$ cat config.mk
export PLATFORM = sky130hd
export DESIGN_NAME = cce_clock_control
export DESIGN_NICKNAME = d
export VERILOG_FILES = /design/src/rtl/cce_clock_control.v /design/src/rtl/cce_glitch_filter.v
export VERILOG_INCLUDE_DIRS = /design/src /design/src/common
export SDC_FILE = /design/constraint.sdc
export NUM_CORES = 1
export LEC_CHECK = 0
export ABC_AREA = 1
export BUFFER_PORTS_ARGS = -buffer_cell sky130_fd_sc_hd__buf_2
export CORE_MARGIN = 3
export CORE_UTILIZATION = 33
export DETAILED_ROUTE_END_ITERATION = 8
export GPL_ROUTABILITY_DRIVEN = 0
export GPL_TIMING_DRIVEN = 0
export PLACE_DENSITY = 0.6
export SKIP_LAST_GASP = 1
export SLEW_MARGIN = 20
export SYNTH_ARGS = -nofsm -noshare
export SYNTH_HDL_FRONTEND = slang
export SYNTH_SLANG_ARGS = --single-unit
$ cat constraint.sdc
create_clock -name pclk -period 1.1 [get_ports pclk]
set_input_delay 0.055 -clock pclk [delete_from_list [all_inputs] [get_ports pclk]]
set_output_delay 0.055 -clock pclk [all_outputs]
set_load 0.005 [all_outputs]
$ cat src/common/cce_consts.vh
// constants for the clock control block
`ifndef CCE_CONSTS_VH
`define CCE_CONSTS_VH

`define CCE_ADDR_W 12
`define CCE_DATA_W 32

// register indices, byte address is four times the index
`define CCE_IDX_CLOCK_CONTROL 10'h000
`define CCE_IDX_DEN_MSB 10'h001
`define CCE_IDX_DEN_LSB 10'h002
`define CCE_IDX_NUM_MSB 10'h003
`define CCE_IDX_NUM_LSB 10'h004
`define CCE_IDX_INTEGER 10'h005
`define CCE_IDX_SYNTH_LOCK_STATUS 10'h006
`define CCE_IDX_CORE_ENABLE 10'h00a
`define CCE_IDX_BLOCK_STATUS 10'h00b

// forwarded write regions, byte addresses
`define CCE_OTHER_BASE 12'h040
`define CCE_PARAM_BASE 12'h400

// clock_control fields
`define CCE_BIT_SYNTH_POWER 7
`define CCE_BIT_FILTER_OFF 5
`define CCE_BIT_XTAL_OFF 4
`define CCE_BIT_SOURCE_SEL 3
`define CCE_BIT_CORE_DIV 2
`define CCE_BIT_MASTER_DIV 1
`define CCE_BIT_MAIN_GATE 0
`define CCE_CLOCK_CONTROL_RESET 8'h00
`define CCE_CLOCK_CONTROL_MASK 8'hbf
`define CCE_INTEGER_MASK 8'h7f
`define CCE_SETUP_RESET 8'h00

// core enable fields
`define CCE_BIT_DSP_CLOCK_GATE 0

// timing
`define CCE_CLK_PERIOD_NS 40
`define CCE_FILTER_NS 50
`define CCE_FILTER_CYCLES ((`CCE_FILTER_NS + `CCE_CLK_PERIOD_NS - 1) / `CCE_CLK_PERIOD_NS)

`endif

$ cat src/rtl/cce_clock_control.v
// clock control register, apb slave and clock gating logic
//
// Notes on behaviour
// - synth power bit low keeps pll powered down, output clock off.
// - pll output clock runs only when power and main gate both set.
// - two-wire inputs pass 50 ns glitch filter unless filter-off bit set.
// - in spi mode the glitch filter is always bypassed.
// - source select 0 picks external pin, 1 picks pll.
// - core divider bit 0 divides by two, 1 by one; core only.
// - master divider bit 0 divides by two, 1 by one; non-core logic.
// - main gate low: only clock control and pll setup writes accepted.
// - after main gate set, parameter writes blocked until dsp clock gate set.
// - clock control at index 0, resets to 0x00.
// - lock flag read-only in bit 0 of lock status at index 6.
//
// Implementation choice: the APB register port.
`include "cce_consts.vh"

module cce_clock_control (
   input wire pclk,
   input wire presetn,
   input wire psel,
   input wire penable,
   input wire pwrite,
   input wire [11:0] paddr,
   input wire [31:0] pwdata,
   output reg [31:0] prdata,
   output wire pready,
   output wire pslverr,
   input wire pll_lock_pin,
   input wire spi_mode_pin,
   input wire sda_pin,
   input wire scl_pin,
   output wire sda_filtered,
   output wire scl_filtered,
   output reg pll_power_up,
   output reg pll_clock_enable,
   output reg xtal_osc_disable,
   output reg main_source_select,
   output reg core_divider_select,
   output reg master_divider_select,
   output reg main_clock_gate,
   output reg dsp_clock_gate,
   output reg [15:0] pll_denominator,
   output reg [15:0] pll_numerator,
   output reg [6:0] pll_integer_setting,
   output reg other_wr,
   output reg param_wr,
   output reg [11:0] fwd_addr,
   output reg [7:0] fwd_wdata
);

   // spike filter length in clocks, cut to the counter width
   localparam integer FILTER_CYCLES_INT = `CCE_FILTER_CYCLES;
   localparam [3:0] FILTER_CYCLES = FILTER_CYCLES_INT[3:0];

   reg [7:0] clock_control;
   reg [7:0] den_msb;
   reg [7:0] den_lsb;
   reg [7:0] num_msb;
   reg [7:0] num_lsb;
   reg [7:0] integer_setting;
   reg param_write_locked;

   wire synth_lock_status;
   wire spi_mode;
   wire filter_bypass;
   wire [9:0] index;
   wire aligned;
   wire setup_phase;
   wire access_wr;
   wire hit_clock_control;
   wire hit_den_msb;
   wire hit_den_lsb;
   wire hit_num_msb;
   wire hit_num_lsb;
   wire hit_integer;
   wire hit_lock;
   wire hit_core_enable;
   wire hit_status;
   wire hit_pll_setup;
   wire hit_other;
   wire hit_param;
   wire mapped;
   wire gate_open;
   wire gate_rise;
   wire lock_clear;
   reg [7:0] next_clock_control;
   reg [31:0] read_mux;

   // level inputs from pins, three-stage synchronised, filter bypassed so only one-cycle pulses are dropped
   cce_glitch_filter #(
      .CYCLES(FILTER_CYCLES),
      .RESET_LEVEL(1'b0)
   ) u_lock_sync (
      .pclk(pclk),
      .presetn(presetn),
      .pin(pll_lock_pin),
      .bypass(1'b1),
      .filtered(synth_lock_status)
   );

   cce_glitch_filter #(
      .CYCLES(FILTER_CYCLES),
      .RESET_LEVEL(1'b0)
   ) u_spi_sync (
      .pclk(pclk),
      .presetn(presetn),
      .pin(spi_mode_pin),
      .bypass(1'b1),
      .filtered(spi_mode)
   );

   // filter off by bit or forced off in spi mode
   assign filter_bypass = clock_control[`CCE_BIT_FILTER_OFF] | spi_mode;

   cce_glitch_filter #(
      .CYCLES(FILTER_CYCLES),
      .RESET_LEVEL(1'b1)
   ) u_sda_filter (
      .pclk(pclk),
      .presetn(presetn),
      .pin(sda_pin),
      .bypass(filter_bypass),
      .filtered(sda_filtered)
   );

   cce_glitch_filter #(
      .CYCLES(FILTER_CYCLES),
      .RESET_LEVEL(1'b1)
   ) u_scl_filter (
      .pclk(pclk),
      .presetn(presetn),
      .pin(scl_pin),
      .bypass(filter_bypass),
      .filtered(scl_filtered)
   );

   // apb decode
   assign index = paddr[11:2];
   assign aligned = (paddr[1:0] == 2'b00);
   assign setup_phase = psel & ~penable;
   assign access_wr = psel & penable & pwrite;
   assign pready = 1'b1;

   assign hit_clock_control = aligned && index == `CCE_IDX_CLOCK_CONTROL;
   assign hit_den_msb = aligned && index == `CCE_IDX_DEN_MSB;
   assign hit_den_lsb = aligned && index == `CCE_IDX_DEN_LSB;
   assign hit_num_msb = aligned && index == `CCE_IDX_NUM_MSB;
   assign hit_num_lsb = aligned && index == `CCE_IDX_NUM_LSB;
   assign hit_integer = aligned && index == `CCE_IDX_INTEGER;
   assign hit_lock = aligned && index == `CCE_IDX_SYNTH_LOCK_STATUS;
   assign hit_core_enable = aligned && index == `CCE_IDX_CORE_ENABLE;
   assign hit_status = aligned && index == `CCE_IDX_BLOCK_STATUS;
   assign hit_pll_setup = hit_den_msb | hit_den_lsb | hit_num_msb | hit_num_lsb | hit_integer;
   assign hit_other = aligned && paddr >= `CCE_OTHER_BASE && paddr < `CCE_PARAM_BASE;
   assign hit_param = aligned && paddr >= `CCE_PARAM_BASE;
   assign mapped = hit_clock_control | hit_pll_setup | hit_lock | hit_core_enable |
                   hit_status | hit_other | hit_param;
   assign pslverr = psel & penable & ~mapped;

   // main gate low locks out everything but clock control and pll setup
   assign gate_open = clock_control[`CCE_BIT_MAIN_GATE];

   always @* begin
      next_clock_control = pwdata[7:0] & `CCE_CLOCK_CONTROL_MASK;
   end

   assign gate_rise = access_wr & hit_clock_control & ~gate_open &
                      next_clock_control[`CCE_BIT_MAIN_GATE];

   assign lock_clear = access_wr & hit_core_enable & gate_open &
                       pwdata[`CCE_BIT_DSP_CLOCK_GATE];

   // register read mux
   always @* begin
      read_mux = 32'h0000_0000;
      if (hit_clock_control) begin
         read_mux[7:0] = clock_control;
      end else if (hit_den_msb) begin
         read_mux[7:0] = den_msb;
      end else if (hit_den_lsb) begin
         read_mux[7:0] = den_lsb;
      end else if (hit_num_msb) begin
         read_mux[7:0] = num_msb;
      end else if (hit_num_lsb) begin
         read_mux[7:0] = num_lsb;
      end else if (hit_integer) begin
         read_mux[7:0] = integer_setting;
      end else if (hit_lock) begin
         read_mux[0] = synth_lock_status;
      end else if (hit_core_enable) begin
         read_mux[`CCE_BIT_DSP_CLOCK_GATE] = dsp_clock_gate;
      end else if (hit_status) begin
         read_mux[0] = param_write_locked;
         read_mux[1] = ~filter_bypass;
         read_mux[2] = spi_mode;
      end
   end

   // read data captured in the setup cycle, held through access
   always @(posedge pclk or negedge presetn) begin
      if (!presetn) begin
         prdata <= 32'h0000_0000;
      end else if (setup_phase && !pwrite) begin
         prdata <= read_mux;
      end
   end

   // clock control, writable whatever the main gate
   always @(posedge pclk or negedge presetn) begin
      if (!presetn) begin
         clock_control <= `CCE_CLOCK_CONTROL_RESET;
      end else if (access_wr && hit_clock_control) begin
         clock_control <= next_clock_control;
      end
   end

   // pll setup registers, writable whatever the main gate
   always @(posedge pclk or negedge presetn) begin
      if (!presetn) begin
         den_msb <= `CCE_SETUP_RESET;
      end else if (access_wr && hit_den_msb) begin
         den_msb <= pwdata[7:0];
      end
   end

   always @(posedge pclk or negedge presetn) begin
      if (!presetn) begin
         den_lsb <= `CCE_SETUP_RESET;
      end else if (access_wr && hit_den_lsb) begin
         den_lsb <= pwdata[7:0];
      end
   end

   always @(posedge pclk or negedge presetn) begin
      if (!presetn) begin
         num_msb <= `CCE_SETUP_RESET;
      end else if (access_wr && hit_num_msb) begin
         num_msb <= pwdata[7:0];
      end
   end

   always @(posedge pclk or negedge presetn) begin
      if (!presetn) begin
         num_lsb <= `CCE_SETUP_RESET;
      end else if (access_wr && hit_num_lsb) begin
         num_lsb <= pwdata[7:0];
      end
   end

   always @(posedge pclk or negedge presetn) begin
      if (!presetn) begin
         integer_setting <= `CCE_SETUP_RESET;
      end else if (access_wr && hit_integer) begin
         integer_setting <= pwdata[7:0] & `CCE_INTEGER_MASK;
      end
   end

   // core enable, only with the main gate open
   always @(posedge pclk or negedge presetn) begin
      if (!presetn) begin
         dsp_clock_gate <= 1'b0;
      end else if (access_wr && hit_core_enable && gate_open) begin
         dsp_clock_gate <= pwdata[`CCE_BIT_DSP_CLOCK_GATE];
      end
   end

   // parameter write lock: armed by main gate rising, freed by dsp clock gate
   always @(posedge pclk or negedge presetn) begin
      if (!presetn) begin
         param_write_locked <= 1'b0;
      end else if (gate_rise) begin
         param_write_locked <= 1'b1;
      end else if (lock_clear) begin
         param_write_locked <= 1'b0;
      end
   end

   // write pulses for other registers and parameter memory
   always @(posedge pclk or negedge presetn) begin
      if (!presetn) begin
         other_wr <= 1'b0;
         param_wr <= 1'b0;
      end else begin
         other_wr <= access_wr & hit_other & gate_open;
         param_wr <= access_wr & hit_param & gate_open & ~param_write_locked;
      end
   end

   // forwarded address and data, loaded even when the write is refused
   always @(posedge pclk or negedge presetn) begin
      if (!presetn) begin
         fwd_addr <= 12'h000;
         fwd_wdata <= 8'h00;
      end else if (access_wr && (hit_other || hit_param)) begin
         fwd_addr <= paddr;
         fwd_wdata <= pwdata[7:0];
      end
   end

   // pll power and output clock enable
   always @(posedge pclk or negedge presetn) begin
      if (!presetn) begin
         pll_power_up <= 1'b0;
         pll_clock_enable <= 1'b0;
      end else begin
         pll_power_up <= clock_control[`CCE_BIT_SYNTH_POWER];
         pll_clock_enable <= clock_control[`CCE_BIT_SYNTH_POWER] &
                             clock_control[`CCE_BIT_MAIN_GATE];
      end
   end

   // source, divider and gate selections
   always @(posedge pclk or negedge presetn) begin
      if (!presetn) begin
         xtal_osc_disable <= 1'b0;
         main_source_select <= 1'b0;
         core_divider_select <= 1'b0;
         master_divider_select <= 1'b0;
         main_clock_gate <= 1'b0;
      end else begin
         xtal_osc_disable <= clock_control[`CCE_BIT_XTAL_OFF];
         main_source_select <= clock_control[`CCE_BIT_SOURCE_SEL];
         core_divider_select <= clock_control[`CCE_BIT_CORE_DIV];
         master_divider_select <= clock_control[`CCE_BIT_MASTER_DIV];
         main_clock_gate <= clock_control[`CCE_BIT_MAIN_GATE];
      end
   end

   // pll divider settings
   always @(posedge pclk or negedge presetn) begin
      if (!presetn) begin
         pll_denominator <= 16'h0000;
         pll_numerator <= 16'h0000;
         pll_integer_setting <= 7'h00;
      end else begin
         pll_denominator <= {den_msb, den_lsb};
         pll_numerator <= {num_msb, num_lsb};
         pll_integer_setting <= integer_setting[6:0];
      end
   end

endmodule

$ cat src/rtl/cce_glitch_filter.v
// pin synchroniser with optional glitch suppression
`include "cce_consts.vh"

module cce_glitch_filter #(
   parameter [3:0] CYCLES = 4'd2,
   parameter RESET_LEVEL = 1'b1
) (
   input wire pclk,
   input wire presetn,
   input wire pin,
   input wire bypass,
   output reg filtered
);

   reg sync1;
   reg sync2;
   reg sync3;
   reg [3:0] count;
   wire agree;

   assign agree = (sync2 == sync3);

   always @(posedge pclk or negedge presetn) begin
      if (!presetn) begin
         sync1 <= RESET_LEVEL;
         sync2 <= RESET_LEVEL;
         sync3 <= RESET_LEVEL;
         count <= 4'h0;
         filtered <= RESET_LEVEL;
      end else begin
         sync1 <= pin;
         sync2 <= sync1;
         sync3 <= sync2;
         if (!agree || sync3 == filtered) begin
            count <= 4'h0;
         end else if (bypass || count == CYCLES - 4'd1) begin
            // level held long enough, or filter bypassed
            count <= 4'h0;
            filtered <= sync3;
         end else begin
            count <= count + 4'd1;
         end
      end
   end

endmodule

==> results of run 1 <==
## through the flow
step                       util  instance area [sq um]  setup TNS (ns)
after detailed placement  0.401                   7040          -28.42
after global placement    0.399                   7000         -346.11
after CTS                 0.456                   8000           -1.06
after floorplan               -                   6180           -1.39
final                     0.469                   8230          -0.843
after global routing      0.469                   8230           -3.06
## cell families (layout without fill, tap and decap cells)
| kind of cell | count (synthesis) | in the layout |
|---|---|---|
| XOR/XNOR | 4 | 4 |
| flip-flops | 148 | 148 |
| buffers and inverters | 127 | 306 |
| other | 2 | 25 |
| AO/OA/AOI/OAI | 88 | 88 |
| adder cells (fa/ha/maj) | 6 | 6 |
| AND/OR/NAND/NOR | 219 | 219 |
| multiplexers | 7 | 7 |
## routing by layer
layer	track usage	vias up
li1	-	2238
met1	0.210	2140
met2	0.263	118
met3	0.0360	31
met4	0.0785	0
met5	0	-
## power breakdown
part           total, uW  switching [uW]  internal [uW]
Combinational       1250             662            587
Sequential          5850             134           5710
Clock               5720            2310           3420
Total              12800            3100           9720
## critical path: stages
cell	delay, ns
buf_2	0.11
nor2_4	0.05
buf_4	0.16
nand2_1	0.09
inv_2	0.04
nor2_2	0.11
nand4_1	0.19
nor4_4	0.22
buf_2	0.17
## registers in the layout, summed over array words and instances, names as in the netlist, 4 cells and up
name and cells:
prdata 8, u_sda_filter.count 4, num_msb 8, clock_control 7, pll_integer_setting 7, den_lsb 8
pll_denominator 16, pll_numerator 16, fwd_addr 12, num_lsb 8, fwd_wdata 8, integer_setting 7
u_scl_filter.count 4, den_msb 8
## cell usage after synthesis (3+ instances only)
master | instances | share of area
mux2_2 | 7 | 0.013
inv_1 | 77 | 0.048
buf_6 | 3 | 0.0056
nor2_2 | 5 | 0.0052
o21ai_0 | 28 | 0.023
clkbuf_1 | 4 | 0.0025
nor2_4 | 3 | 0.0056
nor3_1 | 3 | 0.0025
nand3_2 | 4 | 0.0067
nand4_1 | 17 | 0.018
a21oi_1 | 33 | 0.028
nand2_2 | 4 | 0.0042
ha_1 | 4 | 0.0084
buf_4 | 25 | 0.031
dfrtp_1 | 140 | 0.58
dfstp_2 | 8 | 0.035
o21ai_2 | 4 | 0.0058
nor2_1 | 55 | 0.034
o21ai_1 | 16 | 0.013
nand2_1 | 102 | 0.064
buf_2 | 5 | 0.0042
nand3_1 | 16 | 0.013
a31oi_1 | 4 | 0.0042
or2_2 | 4 | 0.0042
inv_2 | 13 | 0.0081
## path summary, 6_finish.rpt
check	endpoint	slack, ns	depth (start not counted)
worst min register to register	u_scl_filter.sync2	0.35	0
worst min-delay path	fwd_addr[11]	-0.12	2
max in group asynchronous	fwd_addr[0]	0.25	3
min in group asynchronous	prdata[6]	0.18	2
worst max-delay path	pslverr	-0.15	9
worst max register to register	u_sda_filter.filtered	-0.10	5
## area by class of cell
cell class	count	area, sq um	share of cell area
repair buffers	148	972	0.118
inverters	90	345	0.0420
clock inverters	14	158	0.0192
multi-input cells	349	2040	0.248
clock buffers	18	439	0.0534
well taps	225	282	0.0342
flip-flops and latches	148	3720	0.452
plain buffers	36	274	0.0333
## timing repair
action,CTS,global route
resized for setup,32,46
endpoints found under the setup margin,21,122
pin swaps,16,14
setup buffers,13,10
hold endpoints to repair,93,1
==> impl_metrics.toml, run 1 <==
[cells_and_area]
layoutNonFillerInstCount = 1028
most_common_cell_after_layout_fill_and_taps_aside = "dfrtp_1"
diodes = 0
most_used_cells_in_the_layout_excluding_fill_and_tap_cells = "138 x dfrtp_1, 100 x buf_2, 92 x nand2_1"
syn_to_final_growth_pct = 37.4
design.final.nets = 847
final.fill_count = 1677
post_route_cells_drive_above_1_share = 0.391

[yosys]
synth_mux_area_frac = 0.0132
synthesis.yosys.warnings = 0
post_synth.cell_area_avg_sq_um = 9.97
synth_simple_gate_area_frac = 0.170
netlist_instances = 601
ys.flop_type = "dfrtp_1"
synthArstFlopShare = 1.00
synth-xor-area-share = 0.00585
ys_seq_area_frac = 0.620
synthAdderAreaFrac = 0.0117
yosys_register_bits = 148
synth_top_family_by_area = "simple AND/OR/NAND/NOR gates"
compound_cell_area_share_of_the_yosys_netlist = 0.0781
count_of_flip_flops_with_a_built_in_enable_after_synthesis = 0
synth_cell_types = 34
syn-cell-area_sq_mm = 0.00599

[clock_tree]
cts-root-to-sink-buffers = 2
cts_hold_buf = 16
worst_setup_hold_path_clk_slew_ns = 0.06
clock_tree_from_tritoncts = "built"
htreeDepth = 4
worstSkewPairLatency_ns = 0.42
clock-root-buffer = "clkbuf_16"
clock_sinks = 148
cts_buffers = 17

[routing]
dr_total_vias = 4527
top_layer_used = "met4"
vias_cell = 4.40
wl_met1_microns = 6790
detailedRoute.firstIterationViolations = 241
drt_first_pass_iters = 4
met2RoutedLength_microns = 7440
final_antenna_net_count = 0
wl_microns = 15300
drc = 0
routed-wl-met3_microns = 593
drt-wirelength-per-cell_microns = 14.9

[place]
port_buffers = 108
dp_slack_ns = -0.517
dpl.hpwl_microns = 11000
placedCellCount = 958

[floorplan]
row_count = 48
ios = 158
coreArea_sq_mm = 0.0175
die_area_sq_mm = 0.0198
chipWidth_microns = 141
die-height_microns = 141
initial_standard_cell_utilization_of_the_core = 0.342

[min_path]
worst_hold_startpoint = "paddr[11]"
hold_class = "input pin to register"

[timing]
maxSlewViolCount = 0
layout_worst_path_cycle_share = 1.13
timing.final.setup_violations = 17
fmax_mhz = 802
timing.max_slew.rel_slack = 0.611
layout_min_cycle_time_ns = 1.25
tightest_slew_ns = 0.578
setup_repair_after_global_routing_missed_its_margin = "yes"
report.final.hold_viol_count = 1
finalHoldWorstSlack_ns = -0.120
finalClockSkew_ns = 0.00860
setup_ws_ns = -0.147

[status]
violations = "hold timing, setup timing"
run_status = "finished, violations left"

[critical_path]
worstPathArrival_ns = 1.19
rr_startpoint = "u_sda_filter.sync3"
setup.worst_path.class = "input pin to output pin"
worst_ep_required_time_ns = 1.04
cp-end-kind = "output pin"
startpoint = "paddr[1]"
path_max_fanout = 10
setup.worst_path.start_class = "input pin"

[run]
cap_violations = 0

[power]
power.leakage_uw = 0.00446
power_per_cell_area_mw_per_mm2 = 1560
design_power_total_uw = 12800
irDropWorstVdd_uv = 1040

[global_routing]
grt_first_pass_wirelength_microns = 25100
grt_overflow = 0
grt_pass1_vias = 4624
grtUsageTotal = 0.163
pin_count_of_the_biggest_net_entering_global_routing = 86
antenna_found_initial = 0
Power figures use the tool's default switching activity.
==> inputs of run 2 (changes only) <==
- PLACE_DENSITY: 0.6 -> 0.67
- SKIP_CTS_REPAIR_TIMING: unset -> 1
==> run 2 against run 1 <==
Compared with the run above: the flow still finishes with violations (hold timing, setup timing); sequential share of layout area grew 0.46 points; highest routed layer unchanged; via count grew 1.9%; flip-flop and latch count is the same.
==> impl_metrics.toml, run 2 (synthesis results as in run 1) <==
[cells_and_area]
reg.largest.list = "pll_denominator: 16 flops, pll_numerator: 16 flops, fwd_addr: 12 flops"
post_route_cells_drive_above_1_share = 0.386
most_used_cells_in_the_layout_excluding_fill_and_tap_cells = "137 x dfrtp_1, 104 x buf_2, 93 x nand2_1"
syn_to_final_growth_pct = 36.0
final.fill_count = 1699
most_common_cell_after_layout_fill_and_taps_aside = "dfrtp_1"
diodes = 0
layoutNonFillerInstCount = 1030
fin_util = 0.465
multi_input_area_sq_mm = 0.00200
area.sequential_sq_mm = 0.00372
design.final.nets = 849

[power]
irDropWorstVdd_uv = 1220
power_per_cell_area_mw_per_mm2 = 1550
power.leakage_uw = 0.00446

[min_path]
hold-path-cell-count = 2
hold_class = "input pin to register"

[clock_tree]
htreeDepth = 4
worst_setup_hold_path_clk_slew_ns = 0.06
cts-root-to-sink-buffers = 2
clock_tree_from_tritoncts = "built"
clock_sinks = 148
worstSkewPairLatency_ns = 0.42
cts_buffers = 17
clock-root-buffer = "clkbuf_16"

[critical_path]
setup.worst_path.class = "input pin to output pin"
cp-end-kind = "output pin"
worst_path_largest_cell_delay_ns = 0.30
path_max_fanout = 6
path_buf_inv = 4
critical_path.cell_chain = "buf_2 -> nor2_4 -> nand2_2 -> nor2_8 -> buf_4 -> nand3_2 -> inv_2 -> nor4_4 -> buf_2"
cp_slowest_cell = "nor4_4"
worst_ep_required_time_ns = 1.04
worstPathArrival_ns = 1.20
worst_path_dominant_cell_family = "simple AND/OR/NAND/NOR gates"
worst_r2r_path_depth = 6
worstSetupPathDepth = 9
crit_top_cell = "buf_2"
setup.worst_path.start_class = "input pin"

[routing]
dr_total_vias = 4614
drc = 0
wl_microns = 15700
final_antenna_net_count = 0
drt_first_pass_iters = 4
detailedRoute.firstIterationViolations = 335
drt-wirelength-per-cell_microns = 15.2
vias_cell = 4.48

[floorplan]
ios = 158
die_area_sq_mm = 0.0198
coreArea_sq_mm = 0.0175
row_count = 48
chipWidth_microns = 141
die-height_microns = 141
initial_standard_cell_utilization_of_the_core = 0.342

[global_routing]
grt_pass1_vias = 4508
grt_first_pass_wirelength_microns = 24100
pin_count_of_the_biggest_net_entering_global_routing = 95
grt_overflow = 0
antenna_found_initial = 0
grtUsageTotal = 0.158

[timing]
tightest_slew_ns = 0.489
finalClockSkew_ns = 0.00793
finalHoldWorstSlack_ns = -0.0856
maxSlewViolCount = 0
report.final.hold_viol_count = 2
layout_min_cycle_time_ns = 1.25
setup_repair_after_global_routing_missed_its_margin = "yes"
setup_ws_ns = -0.151
fmax_mhz = 799
layout_worst_path_cycle_share = 1.14
timing.max_slew.rel_slack = 0.671
timing.final.setup_violations = 32

[status]
run_status = "finished, violations left"
violations = "hold timing, setup timing"

[place]
placedCellCount = 958
port_buffers = 108
dpl.hpwl_microns = 11000

[run]
cap_violations = 0
## run 2: cell count changes in the layout (fill, tap and decap cells not counted), sizes merged
cell | previous run | this run
buf | 165 | 169
bufinv | 2 | 1
clkinv | 9 | 3
inv | 90 | 98
clkbuf | 21 | 20
dlygate4sd3 | 16 | 14
## run 2: layout make-up
cell class	instances	share of cell area
flip-flops and latches	148	0.456
multi-input cells	349	0.245
repair buffers	149	0.117
clock buffers	17	0.0522
inverters	90	0.0433
plain buffers	37	0.0345
well taps	225	0.0345
clock inverters	15	0.0175
## run 2: final timing paths
path	start	to	slack, ns
worst max-delay path	paddr[11]	pslverr	-0.15
worst min-delay path	paddr[11]	fwd_addr[11]	-0.09
worst max register to register	u_spi_sync.filtered	u_scl_filter.filtered	-0.12
worst min register to register	u_spi_sync.sync1	u_spi_sync.sync2	0.36
max in group asynchronous	presetn	clock_control[5]	0.15
min in group asynchronous	presetn	fwd_addr[6]	0.14
## run 2: where the power goes
group	switching, uW	internal, uW	total (uW)	leakage (uW)
sequential	142	5710	5860	0.00195
combinational	641	534	1180	0.00223
clock	2400	3170	5570	0.000275
total	3190	9410	12600	0.00446
## run 2: layer usage
layer | wire, microns | global-route usage | vias to the layer above
met2 | 7390 | 0.244 | 140
met1 | 7270 | 0.217 | 2220
met3 | 782 | 0.0458 | 18
met5 | 0 | 0 | -
met4 | 242 | 0.0495 | 0
li1 | - | - | 2236
## run 2: through the flow
| stage | power, uW | setup WS (ns) | TNS [ns] | instance area (sq um) |
|---|---|---|---|---|
| floorplan | 6410 | -0.104 | -1.39 | 6180 |
| global placement | 6900 | -2.15 | -338.00 | 7000 |
| detailed placement | 6960 | -0.485 | -29.87 | 7040 |
| CTS | 12600 | -0.475 | -2.97 | 7610 |
| global route | 13100 | -0.200 | -5.23 | 8150 |
| finish | 12600 | -0.151 | -1.14 | 8150 |
==> inputs of run 3 (changes only) <==
- TNS_END_PERCENT: unset -> 20
==> run 3 against run 2 <==
Compared with the run above: the run ends with setup timing left; worst setup slack better by 0.0057 ns; flip-flop and latch count unchanged; maximum frequency rose by 0.46%; power increased by 0.35%; critical path depth is 1 lower; wire length decreased by 2.8%.
==> impl_metrics.toml, run 3 (synthesis results as in run 1) <==
[status]
run_status = "finished, violations left"
violations = "setup timing"

[cells_and_area]
final.fill_count = 1681
diodes = 0
syn_to_final_growth_pct = 32.6
most_used_cells_in_the_layout_excluding_fill_and_tap_cells = "139 x dfrtp_1, 111 x buf_2, 94 x nand2_1"
reg.largest.list = "pll_denominator: 16 flops, pll_numerator: 16 flops, fwd_addr: 12 flops"
most_common_cell_after_layout_fill_and_taps_aside = "dfrtp_1"
area.sequential_sq_mm = 0.00371
design.final.nets = 835
layoutNonFillerInstCount = 1016
fin_util = 0.453
post_route_cells_drive_above_1_share = 0.351
multi_input_area_sq_mm = 0.00194

[global_routing]
pin_count_of_the_biggest_net_entering_global_routing = 86
grt_pass1_vias = 4402
antenna_found_initial = 0
grtUsageTotal = 0.159
met1_usage = 0.209
grt_busiest_layer = "met2"
grt_first_pass_wirelength_microns = 24100
use_met3 = 0.0441
grt_use_met2 = 0.255
grt_overflow = 0

[critical_path]
path_max_fanout = 5
setup.worst_path.class = "input pin to output pin"
worstPathArrival_ns = 1.19
setup.worst_path.start_class = "input pin"
cp-end-kind = "output pin"
worst_ep_required_time_ns = 1.04

[routing]
drc = 0
drt_first_pass_iters = 4
vias_cell = 4.44
detailedRoute.firstIterationViolations = 230
final_antenna_net_count = 0
drt-wirelength-per-cell_microns = 15.0
dr_total_vias = 4513
wl_microns = 15200

[timing]
fmax_mhz = 803
setup_repair_after_global_routing_missed_its_margin = "yes"
setup_total_negative_slack_ns = -1.18
maxSlewViolCount = 0
timing.final.setup_violations = 26
finalHoldWorstSlack_ns = 0.00778
layout_min_cycle_time_ns = 1.25
setup_ws_ns = -0.145
layout_worst_path_cycle_share = 1.13
finalClockSkew_ns = 0.00875
report.final.hold_viol_count = 0

[clock_tree]
worstSkewPairLatency_ns = 0.42
worst_setup_hold_path_clk_slew_ns = 0.06
clock-root-buffer = "clkbuf_16"
htreeDepth = 4
clock_tree_from_tritoncts = "built"
clock_sinks = 148
cts-root-to-sink-buffers = 2
cts_buffers = 17

[power]
irDropWorstVdd_uv = 1090
power.leakage_uw = 0.00433
power_per_cell_area_mw_per_mm2 = 1590

[min_path]
hold_class = "input pin to register"

[run]
cap_violations = 0

[floorplan]
initial_standard_cell_utilization_of_the_core = 0.342
coreArea_sq_mm = 0.0175
row_count = 48
die-height_microns = 141
die_area_sq_mm = 0.0198
chipWidth_microns = 141
ios = 158

[place]
placedCellCount = 958
dp_slack_ns = -0.518
dpl.hpwl_microns = 11100
port_buffers = 108
[run 3: cell type report]
| type | instances | share of cell area |
|---|---|---|
| Buffer | 35 | 0.0318 |
| Tap cell | 225 | 0.0354 |
| Timing Repair Buffer | 137 | 0.104 |
| Clock buffer | 19 | 0.0558 |
| Inverter | 90 | 0.0435 |
| Sequential cell | 148 | 0.468 |
| Multi-Input combinational cell | 349 | 0.245 |
| Clock inverter | 13 | 0.0170 |
[run 3: final timing paths]
kind | start | end | slack (ns) | cells past startpoint
worst max-delay path | paddr[2] | pslverr | -0.15 | 8
worst min-delay path | paddr[4] | fwd_addr[4] | 0.008 | 3
worst max register to register | u_scl_filter.count[0] | u_scl_filter.filtered | -0.11 | 5
worst min register to register | u_lock_sync.sync1 | u_lock_sync.sync2 | 0.35 | 0
max in group asynchronous | presetn | clock_control[5] | 0.16 | 3
min in group asynchronous | presetn | xtal_osc_disable | 0.17 | 2
[run 3: where the power goes]
group / switching, uW / total [uW] / internal, uW
logic: 627 / 1140 / 513
registers: 159 / 5880 / 5720
clock network: 2250 / 5630 / 3380
[run 3: critical path, cell delays in order]
cell and delay (ns):
buf_2 0.15, inv_1 0.12, nand2_1 0.12, inv_2 0.07, nand3_1 0.11, nand4_1 0.14, nor4_2 0.24, buf_2 0.17
[run 3: layer usage]
metal	vias to the layer above	wire [microns]
li1	2216	-
met1	2157	6850
met2	119	7330
met3	21	738
met4	0	323
met5	-	0
[run 3: through the flow]
step | instance area (sq um) | power [uW]
detailed placement | 6990 | 6950
finish | 7940 | 12600
global placement | 6950 | 6900
global route | 7940 | 13200
CTS | 7570 | 12600
floorplan | 6130 | 6410
